[src/verilog/gpio_bank_pkg.sv]
// ----------------------------------------------------------------
// shared constants of the gpio bank
// ----------------------------------------------------------------
package gpio_bank_pkg;

  // ------------------------------------------------------------
  // sizes
  // ------------------------------------------------------------
  localparam int NUM_PORTS = 32;     // four banks of eight ports
  localparam int ADDR_W = 12;        // axi byte address width
  localparam int CFG_W = 4;          // stored configuration bits

  // ------------------------------------------------------------
  // register indices (byte address is index times four)
  // ------------------------------------------------------------
  localparam logic [7:0] DATA_BANK_ONE_IDX = 8'h4B;   // ports 0..7
  localparam logic [7:0] DATA_BANK_TWO_IDX = 8'h4C;   // ports 8..15
  localparam logic [7:0] DATA_BANK_THREE_IDX = 8'h4D; // ports 16..23
  localparam logic [7:0] DATA_BANK_FIVE_IDX = 8'h4F;  // ports 24..31
  localparam logic [2:0] CFG_BASE_TOP = 3'h3;         // 0x60..0x7F, one per port
  localparam logic [7:0] EVT_STATUS_IDX = 8'h80;      // sticky events, write one to clear
  localparam logic [7:0] EVT_MASK_IDX = 8'h81;        // interrupt mask

  // ------------------------------------------------------------
  // configuration field positions
  // ------------------------------------------------------------
  localparam int CFG_DIR_BIT = 0;      // 1 input, 0 output
  localparam int CFG_ALT_BIT = 1;      // 1 alternate function owns pin
  localparam int CFG_WAKE_EN_BIT = 2;  // event raises wake
  localparam int CFG_SMI_EN_BIT = 3;   // event raises mgmt interrupt

  // ------------------------------------------------------------
  // reset values
  // ------------------------------------------------------------
  localparam logic [CFG_W-1:0] CFG_RESET_INPUT = 4'h1;
  localparam logic [CFG_W-1:0] CFG_RESET_OUTPUT = 4'h0;
  localparam logic [31:0] EVT_MASK_RESET = 32'h0;
  localparam int SERIAL_TX_SHARED_PORT = 27;  // bank five bit 3
  localparam int FAN_SHARED_PORT = 19;        // bank three bit 3

  // ------------------------------------------------------------
  // axi responses
  // ------------------------------------------------------------
  localparam logic [1:0] RESP_OKAY = 2'h0;
  localparam logic [1:0] RESP_SLVERR = 2'h2;

endpackage : gpio_bank_pkg

[src/verilog/gpio_in_sync.sv]
`timescale 1ns/1ns
`default_nettype none
// ----------------------------------------------------------------
// two-stage synchroniser with edge detect on the clean stage
// ----------------------------------------------------------------
module gpio_in_sync #(
  parameter int WIDTH = 33
) (
  // clock and reset
  input wire logic clk_i,
  input wire logic rst_n_i,
  // asynchronous inputs
  input wire logic [WIDTH-1:0] async_i,
  // synchronised level and any-edge pulse
  output logic [WIDTH-1:0] level_o,
  output logic [WIDTH-1:0] edge_o
);

  logic [WIDTH-1:0] meta_q;  // first stage, read only by sync_q
  logic [WIDTH-1:0] meta_d;
  logic [WIDTH-1:0] sync_q;  // second stage
  logic [WIDTH-1:0] sync_d;
  logic [WIDTH-1:0] prev_q;  // history for edge detect
  logic [WIDTH-1:0] prev_d;

  // next values of the chain
  always_comb begin
    meta_d = async_i;
    sync_d = meta_q;
    prev_d = sync_q;
  end

  // register the chain
  always_ff @(posedge clk_i) begin
    if (!rst_n_i) begin
      meta_q <= '0;
      sync_q <= '0;
      prev_q <= '0;
    end else begin
      meta_q <= meta_d;
      sync_q <= sync_d;
      prev_q <= prev_d;
    end
  end

  assign level_o = sync_q;
  assign edge_o = sync_q ^ prev_q;

endmodule : gpio_in_sync
`default_nettype wire

[src/verilog/general_purpose_io_bank.sv]
// Local design decision: the AXI4-Lite interface to the registers.
`timescale 1ns/1ns
`default_nettype none
module general_purpose_io_bank (
  // clock and standby-supply reset
  input wire logic clk_i,
  input wire logic rst_n_i,
  // main-supply power-on reset, asynchronous, active high
  input wire logic main_por_i,
  // axi4-lite write address
  input wire logic [gpio_bank_pkg::ADDR_W-1:0] awaddr_i,
  input wire logic awvalid_i,
  output logic awready_o,
  // axi4-lite write data
  input wire logic [31:0] wdata_i,
  input wire logic [3:0] wstrb_i,
  input wire logic wvalid_i,
  output logic wready_o,
  // axi4-lite write response
  output logic [1:0] bresp_o,
  output logic bvalid_o,
  input wire logic bready_i,
  // axi4-lite read address
  input wire logic [gpio_bank_pkg::ADDR_W-1:0] araddr_i,
  input wire logic arvalid_i,
  output logic arready_o,
  // axi4-lite read data
  output logic [31:0] rdata_o,
  output logic [1:0] rresp_o,
  output logic rvalid_o,
  input wire logic rready_i,
  // pins
  input wire logic [gpio_bank_pkg::NUM_PORTS-1:0] gpio_in_i,
  output logic [gpio_bank_pkg::NUM_PORTS-1:0] gpio_out_o,
  output logic [gpio_bank_pkg::NUM_PORTS-1:0] gpio_oe_o,
  // alternate function drive
  input wire logic [gpio_bank_pkg::NUM_PORTS-1:0] alt_out_i,
  input wire logic [gpio_bank_pkg::NUM_PORTS-1:0] alt_oe_i,
  // event outputs
  output logic wake_event_pin_n_o,
  output logic mgmt_interrupt_pin_n_o,
  output logic irq_o
);

  localparam int NP = gpio_bank_pkg::NUM_PORTS;

  // ----------------------------------------------------------------
  // input synchronisation
  // ----------------------------------------------------------------
  logic [NP:0] sync_lvl;   // pins plus main reset
  logic [NP:0] sync_edge;
  logic [NP-1:0] pin_lvl;  // clean pin levels
  logic [NP-1:0] pin_edge; // one-cycle pin activity
  logic main_por;          // synchronised main reset

  // pins reach the wakeup path no matter direction or alt select
  gpio_in_sync #(.WIDTH(NP + 1)) u_in_sync (
    .clk_i(clk_i),
    .rst_n_i(rst_n_i),
    .async_i({main_por_i, gpio_in_i}),
    .level_o(sync_lvl),
    .edge_o(sync_edge)
  );

  assign pin_lvl = sync_lvl[NP-1:0];
  assign pin_edge = sync_edge[NP-1:0];
  assign main_por = sync_lvl[NP];

  // ----------------------------------------------------------------
  // state
  // ----------------------------------------------------------------
  logic [gpio_bank_pkg::CFG_W-1:0] cfg_q [NP];  // per-port configuration
  logic [gpio_bank_pkg::CFG_W-1:0] cfg_d [NP];
  logic [NP-1:0] data_q;    // written data bits
  logic [NP-1:0] data_d;
  logic [31:0] status_q;    // sticky event flags
  logic [31:0] status_d;
  logic [31:0] mask_q;      // interrupt mask
  logic [31:0] mask_d;
  logic [NP-1:0] wake_en;   // configuration views
  logic [NP-1:0] smi_en;
  logic [NP-1:0] is_input;
  logic [NP-1:0] is_alt;

  // ----------------------------------------------------------------
  // bus handshake state
  // ----------------------------------------------------------------
  logic awready_q;
  logic awready_d;
  logic bvalid_q;
  logic bvalid_d;
  logic [1:0] bresp_q;
  logic [1:0] bresp_d;
  logic arready_q;
  logic arready_d;
  logic rvalid_q;
  logic rvalid_d;
  logic [1:0] rresp_q;
  logic [1:0] rresp_d;
  logic [31:0] rdata_q;
  logic [31:0] rdata_d;
  logic wr_en;              // write handshake cycle
  logic rd_en;              // read handshake cycle

  assign wr_en = awready_q && awvalid_i && wvalid_i;
  assign rd_en = arready_q && arvalid_i;

  // ----------------------------------------------------------------
  // address decode
  // ----------------------------------------------------------------
  // returns {hit, bank}; bank selects eight ports
  function automatic logic [2:0] data_bank(input logic [7:0] idx);
    logic [2:0] r;
    r = 3'h0;
    unique case (idx)
      gpio_bank_pkg::DATA_BANK_ONE_IDX: r = 3'h4;
      gpio_bank_pkg::DATA_BANK_TWO_IDX: r = 3'h5;
      gpio_bank_pkg::DATA_BANK_THREE_IDX: r = 3'h6;
      gpio_bank_pkg::DATA_BANK_FIVE_IDX: r = 3'h7;
      default: r = 3'h0;
    endcase
    return r;
  endfunction : data_bank

  // word index only when aligned and inside the block
  function automatic logic [8:0] word_idx(input logic [gpio_bank_pkg::ADDR_W-1:0] a);
    logic [8:0] r;
    r = {1'b0, a[9:2]};
    if (a[1:0] != 2'h0 || a[11:10] != 2'h0) begin
      r = 9'h100;  // marks no register
    end
    return r;
  endfunction : word_idx

  // ----------------------------------------------------------------
  // configuration views
  // ----------------------------------------------------------------
  genvar gp;
  generate
    for (gp = 0; gp < NP; gp++) begin : g_view
      assign is_input[gp] = cfg_q[gp][gpio_bank_pkg::CFG_DIR_BIT];
      assign is_alt[gp] = cfg_q[gp][gpio_bank_pkg::CFG_ALT_BIT];
      assign wake_en[gp] = cfg_q[gp][gpio_bank_pkg::CFG_WAKE_EN_BIT];
      assign smi_en[gp] = cfg_q[gp][gpio_bank_pkg::CFG_SMI_EN_BIT];
    end
  endgenerate

  // ----------------------------------------------------------------
  // register file next values
  // ----------------------------------------------------------------
  always_comb begin
    logic [8:0] widx;
    logic [2:0] wbank;
    logic [31:0] lane;
    widx = word_idx(awaddr_i);
    wbank = data_bank(widx[7:0]);
    lane = {{8{wstrb_i[3]}}, {8{wstrb_i[2]}}, {8{wstrb_i[1]}}, {8{wstrb_i[0]}}};
    cfg_d = cfg_q;
    data_d = data_q;
    mask_d = mask_q;
    bresp_d = bresp_q;
    if (wr_en) begin
      bresp_d = gpio_bank_pkg::RESP_OKAY;
      if (widx[8]) begin
        // misaligned or outside the block
        bresp_d = gpio_bank_pkg::RESP_SLVERR;
      end else if (wbank[2]) begin
        // data bank: eight port bits in low byte
        if (wstrb_i[0]) begin
          data_d[wbank[1:0]*8 +: 8] = wdata_i[7:0];
        end
      end else if (widx[7:5] == gpio_bank_pkg::CFG_BASE_TOP) begin
        // one configuration register per port
        if (wstrb_i[0]) begin
          cfg_d[widx[4:0]] = wdata_i[gpio_bank_pkg::CFG_W-1:0];
        end
      end else if (widx[7:0] == gpio_bank_pkg::EVT_MASK_IDX) begin
        mask_d = (mask_q & ~lane) | (wdata_i & lane);
      end else if (widx[7:0] != gpio_bank_pkg::EVT_STATUS_IDX) begin
        bresp_d = gpio_bank_pkg::RESP_SLVERR;
      end
    end
    // main-supply reset forces the fan and serial tx ports out low
    if (main_por) begin
      cfg_d[gpio_bank_pkg::FAN_SHARED_PORT] = gpio_bank_pkg::CFG_RESET_OUTPUT;
      data_d[gpio_bank_pkg::FAN_SHARED_PORT] = 1'b0;
      cfg_d[gpio_bank_pkg::SERIAL_TX_SHARED_PORT] = gpio_bank_pkg::CFG_RESET_OUTPUT;
      data_d[gpio_bank_pkg::SERIAL_TX_SHARED_PORT] = 1'b0;
    end
  end

  // ----------------------------------------------------------------
  // event status next value
  // ----------------------------------------------------------------
  always_comb begin
    logic [31:0] clr;
    logic [8:0] widx;
    widx = word_idx(awaddr_i);
    clr = 32'h0;
    if (wr_en && !widx[8] && widx[7:0] == gpio_bank_pkg::EVT_STATUS_IDX) begin
      clr = wdata_i & {{8{wstrb_i[3]}}, {8{wstrb_i[2]}}, {8{wstrb_i[1]}}, {8{wstrb_i[0]}}};
    end
    // a new event wins over a clear in the same cycle
    status_d = (status_q & ~clr) | (pin_edge & (wake_en | smi_en));
  end

  // ----------------------------------------------------------------
  // register file flops
  // ----------------------------------------------------------------
  always_ff @(posedge clk_i) begin
    if (!rst_n_i) begin
      for (int i = 0; i < NP; i++) begin
        cfg_q[i] <= gpio_bank_pkg::CFG_RESET_INPUT;
      end
      cfg_q[gpio_bank_pkg::SERIAL_TX_SHARED_PORT] <= gpio_bank_pkg::CFG_RESET_OUTPUT;
      data_q <= '0;
      status_q <= 32'h0;
      mask_q <= gpio_bank_pkg::EVT_MASK_RESET;
      bresp_q <= gpio_bank_pkg::RESP_OKAY;
    end else begin
      cfg_q <= cfg_d;
      data_q <= data_d;
      status_q <= status_d;
      mask_q <= mask_d;
      bresp_q <= bresp_d;
    end
  end

  // ----------------------------------------------------------------
  // read path: snapshot taken at the read handshake
  // ----------------------------------------------------------------
  always_comb begin
    logic [8:0] ridx;
    logic [2:0] rbank;
    ridx = word_idx(araddr_i);
    rbank = data_bank(ridx[7:0]);
    rdata_d = rdata_q;
    rresp_d = rresp_q;
    if (rd_en) begin
      rdata_d = 32'h0;
      rresp_d = gpio_bank_pkg::RESP_OKAY;
      if (ridx[8]) begin
        rresp_d = gpio_bank_pkg::RESP_SLVERR;
      end else if (rbank[2]) begin
        // input ports show the pin, outputs the written bit
        for (int j = 0; j < 8; j++) begin
          rdata_d[j] = is_input[rbank[1:0]*8 + j] ? pin_lvl[rbank[1:0]*8 + j]
                                                  : data_q[rbank[1:0]*8 + j];
        end
      end else if (ridx[7:5] == gpio_bank_pkg::CFG_BASE_TOP) begin
        rdata_d[gpio_bank_pkg::CFG_W-1:0] = cfg_q[ridx[4:0]];
      end else if (ridx[7:0] == gpio_bank_pkg::EVT_STATUS_IDX) begin
        rdata_d = status_q;
      end else if (ridx[7:0] == gpio_bank_pkg::EVT_MASK_IDX) begin
        rdata_d = mask_q;
      end else begin
        rresp_d = gpio_bank_pkg::RESP_SLVERR;
      end
    end
  end

  // ----------------------------------------------------------------
  // bus handshake next values
  // ----------------------------------------------------------------
  always_comb begin
    // take address and data together, one write in flight
    awready_d = awvalid_i && wvalid_i && !bvalid_q && !awready_q;
    bvalid_d = bvalid_q;
    if (wr_en) begin
      bvalid_d = 1'b1;
    end else if (bvalid_q && bready_i) begin
      bvalid_d = 1'b0;
    end
    // one read in flight
    arready_d = arvalid_i && !rvalid_q && !arready_q;
    rvalid_d = rvalid_q;
    if (rd_en) begin
      rvalid_d = 1'b1;
    end else if (rvalid_q && rready_i) begin
      rvalid_d = 1'b0;
    end
  end

  // bus handshake flops
  always_ff @(posedge clk_i) begin
    if (!rst_n_i) begin
      awready_q <= 1'b0;
      bvalid_q <= 1'b0;
      arready_q <= 1'b0;
      rvalid_q <= 1'b0;
      rresp_q <= gpio_bank_pkg::RESP_OKAY;
      rdata_q <= 32'h0;
    end else begin
      awready_q <= awready_d;
      bvalid_q <= bvalid_d;
      arready_q <= arready_d;
      rvalid_q <= rvalid_d;
      rresp_q <= rresp_d;
      rdata_q <= rdata_d;
    end
  end

  // ----------------------------------------------------------------
  // pin drive
  // ----------------------------------------------------------------
  logic [NP-1:0] pin_out_q;
  logic [NP-1:0] pin_out_d;
  logic [NP-1:0] pin_oe_q;
  logic [NP-1:0] pin_oe_d;

  // alternate function owns the pin, else data bit when output
  genvar gd;
  generate
    for (gd = 0; gd < NP; gd++) begin : g_drive
      always_comb begin
        pin_out_d[gd] = is_alt[gd] ? alt_out_i[gd] : data_q[gd];
        pin_oe_d[gd] = is_alt[gd] ? alt_oe_i[gd] : !is_input[gd];
      end
    end
  endgenerate

  // ----------------------------------------------------------------
  // event outputs
  // ----------------------------------------------------------------
  logic wake_n_q;
  logic wake_n_d;
  logic smi_n_q;
  logic smi_n_d;
  logic irq_q;
  logic irq_d;

  // outputs follow flags only while enabled
  always_comb begin
    wake_n_d = !(|(status_q & wake_en));
    smi_n_d = !(|(status_q & smi_en));
    irq_d = |(status_q & mask_q);
  end

  // pin and event flops
  always_ff @(posedge clk_i) begin
    if (!rst_n_i) begin
      pin_out_q <= '0;
      pin_oe_q <= '0;
      wake_n_q <= 1'b1;
      smi_n_q <= 1'b1;
      irq_q <= 1'b0;
    end else begin
      pin_out_q <= pin_out_d;
      pin_oe_q <= pin_oe_d;
      wake_n_q <= wake_n_d;
      smi_n_q <= smi_n_d;
      irq_q <= irq_d;
    end
  end

  // ----------------------------------------------------------------
  // outputs
  // ----------------------------------------------------------------
  assign awready_o = awready_q;
  assign wready_o = awready_q;
  assign bvalid_o = bvalid_q;
  assign bresp_o = bresp_q;
  assign arready_o = arready_q;
  assign rvalid_o = rvalid_q;
  assign rresp_o = rresp_q;
  assign rdata_o = rdata_q;
  assign gpio_out_o = pin_out_q;
  assign gpio_oe_o = pin_oe_q;
  assign wake_event_pin_n_o = wake_n_q;
  assign mgmt_interrupt_pin_n_o = smi_n_q;
  assign irq_o = irq_q;

endmodule : general_purpose_io_bank
`default_nettype wire

[config.mk]
export PLATFORM = sky130hd
export DESIGN_NAME = general_purpose_io_bank
export DESIGN_NICKNAME = d
export VERILOG_FILES = /design/src/verilog/gpio_bank_pkg.sv /design/src/verilog/gpio_in_sync.sv /design/src/verilog/general_purpose_io_bank.sv
export SDC_FILE = /design/constraint.sdc
export NUM_CORES = 1
export LEC_CHECK = 0
export BUFFER_PORTS_ARGS = -buffer_cell sky130_fd_sc_hd__buf_2
export CAP_MARGIN = 20
export CORE_MARGIN = 4
export CORE_UTILIZATION = 57
export DETAILED_ROUTE_END_ITERATION = 10
export PLACE_DENSITY = 0.8
export SLEW_MARGIN = 20
export SYNTH_ARGS = -nofsm -noshare
export SYNTH_HDL_FRONTEND = slang
export SYNTH_SLANG_ARGS = --single-unit
[constraint.sdc]
create_clock -name clk_i -period 3.98 [get_ports clk_i]
set_clock_uncertainty 0.1 [all_clocks]
set_input_delay 1.194 -clock clk_i [delete_from_list [all_inputs] [get_ports clk_i]]
set_output_delay 1.194 -clock clk_i [all_outputs]
set_load 0.005 [all_outputs]
==> impl_metrics.json <==
{
  "synth_area_leaders": "dfxtp_1 (46%), mux2i_1 (12%), nor2b_1 (6.2%), nand2_1 (5.9%), and2_1 (5.7%)",
  "start_kind": "input port",
  "setup_viol": 0,
  "hold_buffers": 0,
  "first_iter_violations": 1758,
  "final_area_um2": 21670,
  "crit_path_end_kind": "register",
  "r2r-start": "awready_o$_SDFF_PN0_",
  "avgRoutedWirePerCell_um": 23.77,
  "p_int_mw": 6.871,
  "vias_per_cell": 6.006,
  "crit_path_max_fanout": 15,
  "fin_crit_sh": 0.8372,
  "cpMaxStageDelayCell": "or4_1",
  "p_seq_frac": 0.488,
  "p_sw_mw": 2.045,
  "cap_violations": 0,
  "critical_path_arrival_ns": 3.74,
  "synth_warnings": 0,
  "powerDensity_nw_per_um2": 411.4,
  "htree_levels": 2,
  "synth_top_area_frac": 0.4644,
  "start_util": 0.5803,
  "vias": 16204,
  "hold_end": "u_in_sync.level_o[25]$_SDFF_PN0_",
  "synth-main-ff-cell": "dfxtp_1",
  "wirelength_mm": 64.13,
  "hp-start": "u_in_sync.meta_q[25]$_SDFF_PN0_",
  "mappedNetlistArea_um2": 18410,
  "pwr-share-comb": 0.050,
  "crit_chain": "buf_2, or4_1, nor2_4, buf_4, nor2_1, a2111oi_0, nor3_1, o211ai_1, a221o_1",
  "row_count": 65,
  "place.gp.congestion": 1.045,
  "n_fill_cell": 2554,
  "period_needed_ns": 3.332,
  "status": "finished, final reports clean",
  "grt.overflow.total": 0,
  "drc": 0,
  "grt.total_usage": 0.3484,
  "rsz0062_at_grt": "no",
  "clk_path_buf_depth": 3,
  "multiInputGateArea_um2": 9392,
  "fin_util": 0.6834,
  "grt_max_degree": 173,
  "p_sw_frac": 0.2294,
  "tns_ns": 0,
  "path_clk_slew_ns": 0.06,
  "reg2reg_slack_ns": 1.50,
  "synthTopCellsByCount": "dfxtp_1 (427), nand2_1 (290), mux2i_1 (212), nor2b_1 (183), and2_1 (167)",
  "dpl_cell_area_um2": 20210,
  "clkPwrFrac": 0.463,
  "synth.distinct_cells": 66,
  "worstRegToRegCells": 7,
  "maxSlewViolCount": 0,
  "cpPeakStageDelay_ns": 0.77,
  "cts_tree": "built",
  "antenna_found_initial": 3,
  "firstDrtPassIters": 6,
  "avgSynthCellArea_um2": 9.139,
  "pre_cts_ws_ns": 0.1938,
  "ctsResizeCount": 0,
  "postCtsSetupRepairBufs": 0,
  "portBuffers": 269,
  "cp.required_ns": 4.38,
  "grt_pass1_vias": 15492,
  "finalHoldViolCount": 0,
  "die_area_um2": 35230,
  "ant_nets": 0,
  "ys_async_sr_fraction": 0,
  "yosysTopAreaCell": "dfxtp_1",
  "clkLatencyLatePin_ns": 0.56,
  "post-dp-hpwl_mm": 47.77,
  "peakVddDrop_uv": 383.4,
  "syn_to_final_growth_pct": 17.76,
  "min_path_cells": 1,
  "die_h_um": 187.7,
  "fmax_mhz": 300.1,
  "critPathKind": "input port to register",
  "fin_ws_ns": 0.6479,
  "cp_top_family": "simple AND/OR/NAND/NOR gates",
  "cts-root-buf": "clkbuf_16",
  "numCtsBuffers": 45,
  "ys_ff_latch": 427,
  "ios": 272,
  "worst_pin_slew_ns": 1.045,
  "relSlewSlack": 0.3036,
  "register_area_um2": 8548,
  "final_nets": 2429,
  "hold-worst-slack_ns": 0.3310,
  "die-width_um": 187.7,
  "drive_above_1_share": 0.1821,
  "r2r_end": "data_q[4]$_SDFFE_PN0P_",
  "cts_sinks": 427,
  "hold_class": "register to register",
  "path_buf_inv": 2,
  "coreArea_um2": 31720,
  "yosysSeqAreaShare": 0.4644,
  "syn-instance-count": 2014,
  "synth.most_common_cell": "dfxtp_1",
  "leakagePower_nw": 8.675,
  "synth_edf_count": 0,
  "grt_pass1_wl_mm": 95.01
}
## layout by cell type (no fill, tap or decap), drive strengths merged, types with 3 or more instances in the layout
master / netlist / routed
nor2b: 183 / 183
or2: 3 / 3
and3: 4 / 4
buf: 17 / 312
a22oi: 55 / 55
o31ai: 3 / 3
ha: 4 / 4
nor4b: 3 / 3
a2111oi: 3 / 3
a211o: 5 / 5
mux2i: 212 / 212
a21oi: 61 / 61
a221oi: 18 / 18
nand2: 291 / 291
o21ai: 72 / 72
dfxtp: 427 / 427
nor2: 118 / 118
inv: 6 / 10
nand2b: 7 / 7
nor4: 4 / 4
xnor2: 33 / 33
or3: 4 / 4
o221ai: 7 / 7
o21a: 4 / 4
nor3b: 5 / 5
nor3: 11 / 11
nand4: 13 / 13
o211ai: 8 / 8
a21boi: 59 / 59
clkinv: 0 / 16
clkbuf: 97 / 61
and3b: 4 / 4
mux2: 5 / 5
a22o: 10 / 10
nand3: 31 / 31
a211oi: 33 / 33
and2: 168 / 168
## power by group through the flow
| stage | Sequential (mW) | Combinational (mW) | Clock, mW |
|---|---|---|---|
| finish | 4.35 | 0.443 | 4.12 |
| global route | 4.35 | 0.466 | 4.35 |
| CTS | 4.35 | 0.433 | 4.16 |
| detailed placement | 4.44 | 0.430 | 0 |
| global placement | 4.44 | 0.428 | 0 |
| floorplan | 4.43 | 0.223 | 0 |
## final cells by class
class	instances	area share
clock inverters	21	0.007100
repair buffers	313	0.08064
multi-input cells	1468	0.4333
clock buffers	60	0.06021
flip-flops and latches	427	0.3944
diodes	1	0.0001155
well taps	402	0.02321
inverters	6	0.001039
## metal layers
metal  up-vias  wire length [µm]  global-route usage
met5         -                 7                   0
met4         2              4158              0.1872
met3       203              7154             0.08786
met2      1009             27310              0.5204
met1      7589             25500              0.4656
li1       7401                 -                   -
## how the worst max path moves through the flow
stage / start / to / slack, ns / cells past startpoint
after floorplan: awaddr_i[1] / data_q[24]$_SDFFE_PN0P_ / 0.60 / 10
after global placement: araddr_i[1] / rdata_o[1]$_SDFFE_PN0P_ / 0.19 / 8
after detailed placement: araddr_i[1] / rdata_o[0]$_SDFFE_PN0P_ / 0.19 / 8
after CTS: araddr_i[1] / rdata_o[0]$_SDFFE_PN0P_ / 0.75 / 8
after global routing: araddr_i[1] / rdata_o[0]$_SDFFE_PN0P_ / 0.51 / 8
final: araddr_i[1] / rdata_o[2]$_SDFFE_PN0P_ / 0.65 / 9
## cells by family (layout without fill, tap and decap cells)
kind of cell / count (synthesis) / in the layout / share of synthesized area
AND/OR/NAND/NOR: 854 / 854 / 0.2403
flip-flops: 427 / 427 / 0.4644
AO/OA/AOI/OAI: 357 / 357 / 0.1319
multiplexers: 217 / 217 / 0.1183
buffers and inverters: 120 / 400 / 0.02590
XOR/XNOR: 34 / 34 / 0.01618
adder cells (fa/ha/maj): 4 / 4 / 0.002719
other: 1 / 3 / 0.0002037
## metrics by stage
stage | total power, mW | instances
3_3_place_gp | 4.870 | 2616
6_report | 8.916 | 2698
5_1_grt | 9.168 | 2698
3_5_place_dp | 4.872 | 2616
4_1_cts | 8.943 | 2697
2_1_floorplan | 4.652 | 2015
## flip-flops by register name (all words and copies together) (netlist names), 32 cells and up, named ones only
signal             cells
status_q              32
u_in_sync.prev_q      32
data_q                32
gpio_oe_o             32
u_in_sync.meta_q      33
rdata_o               32
cfg_q                128
u_in_sync.level_o     33
gpio_out_o            32
Note: power is estimated with default switching activity, not from simulation.
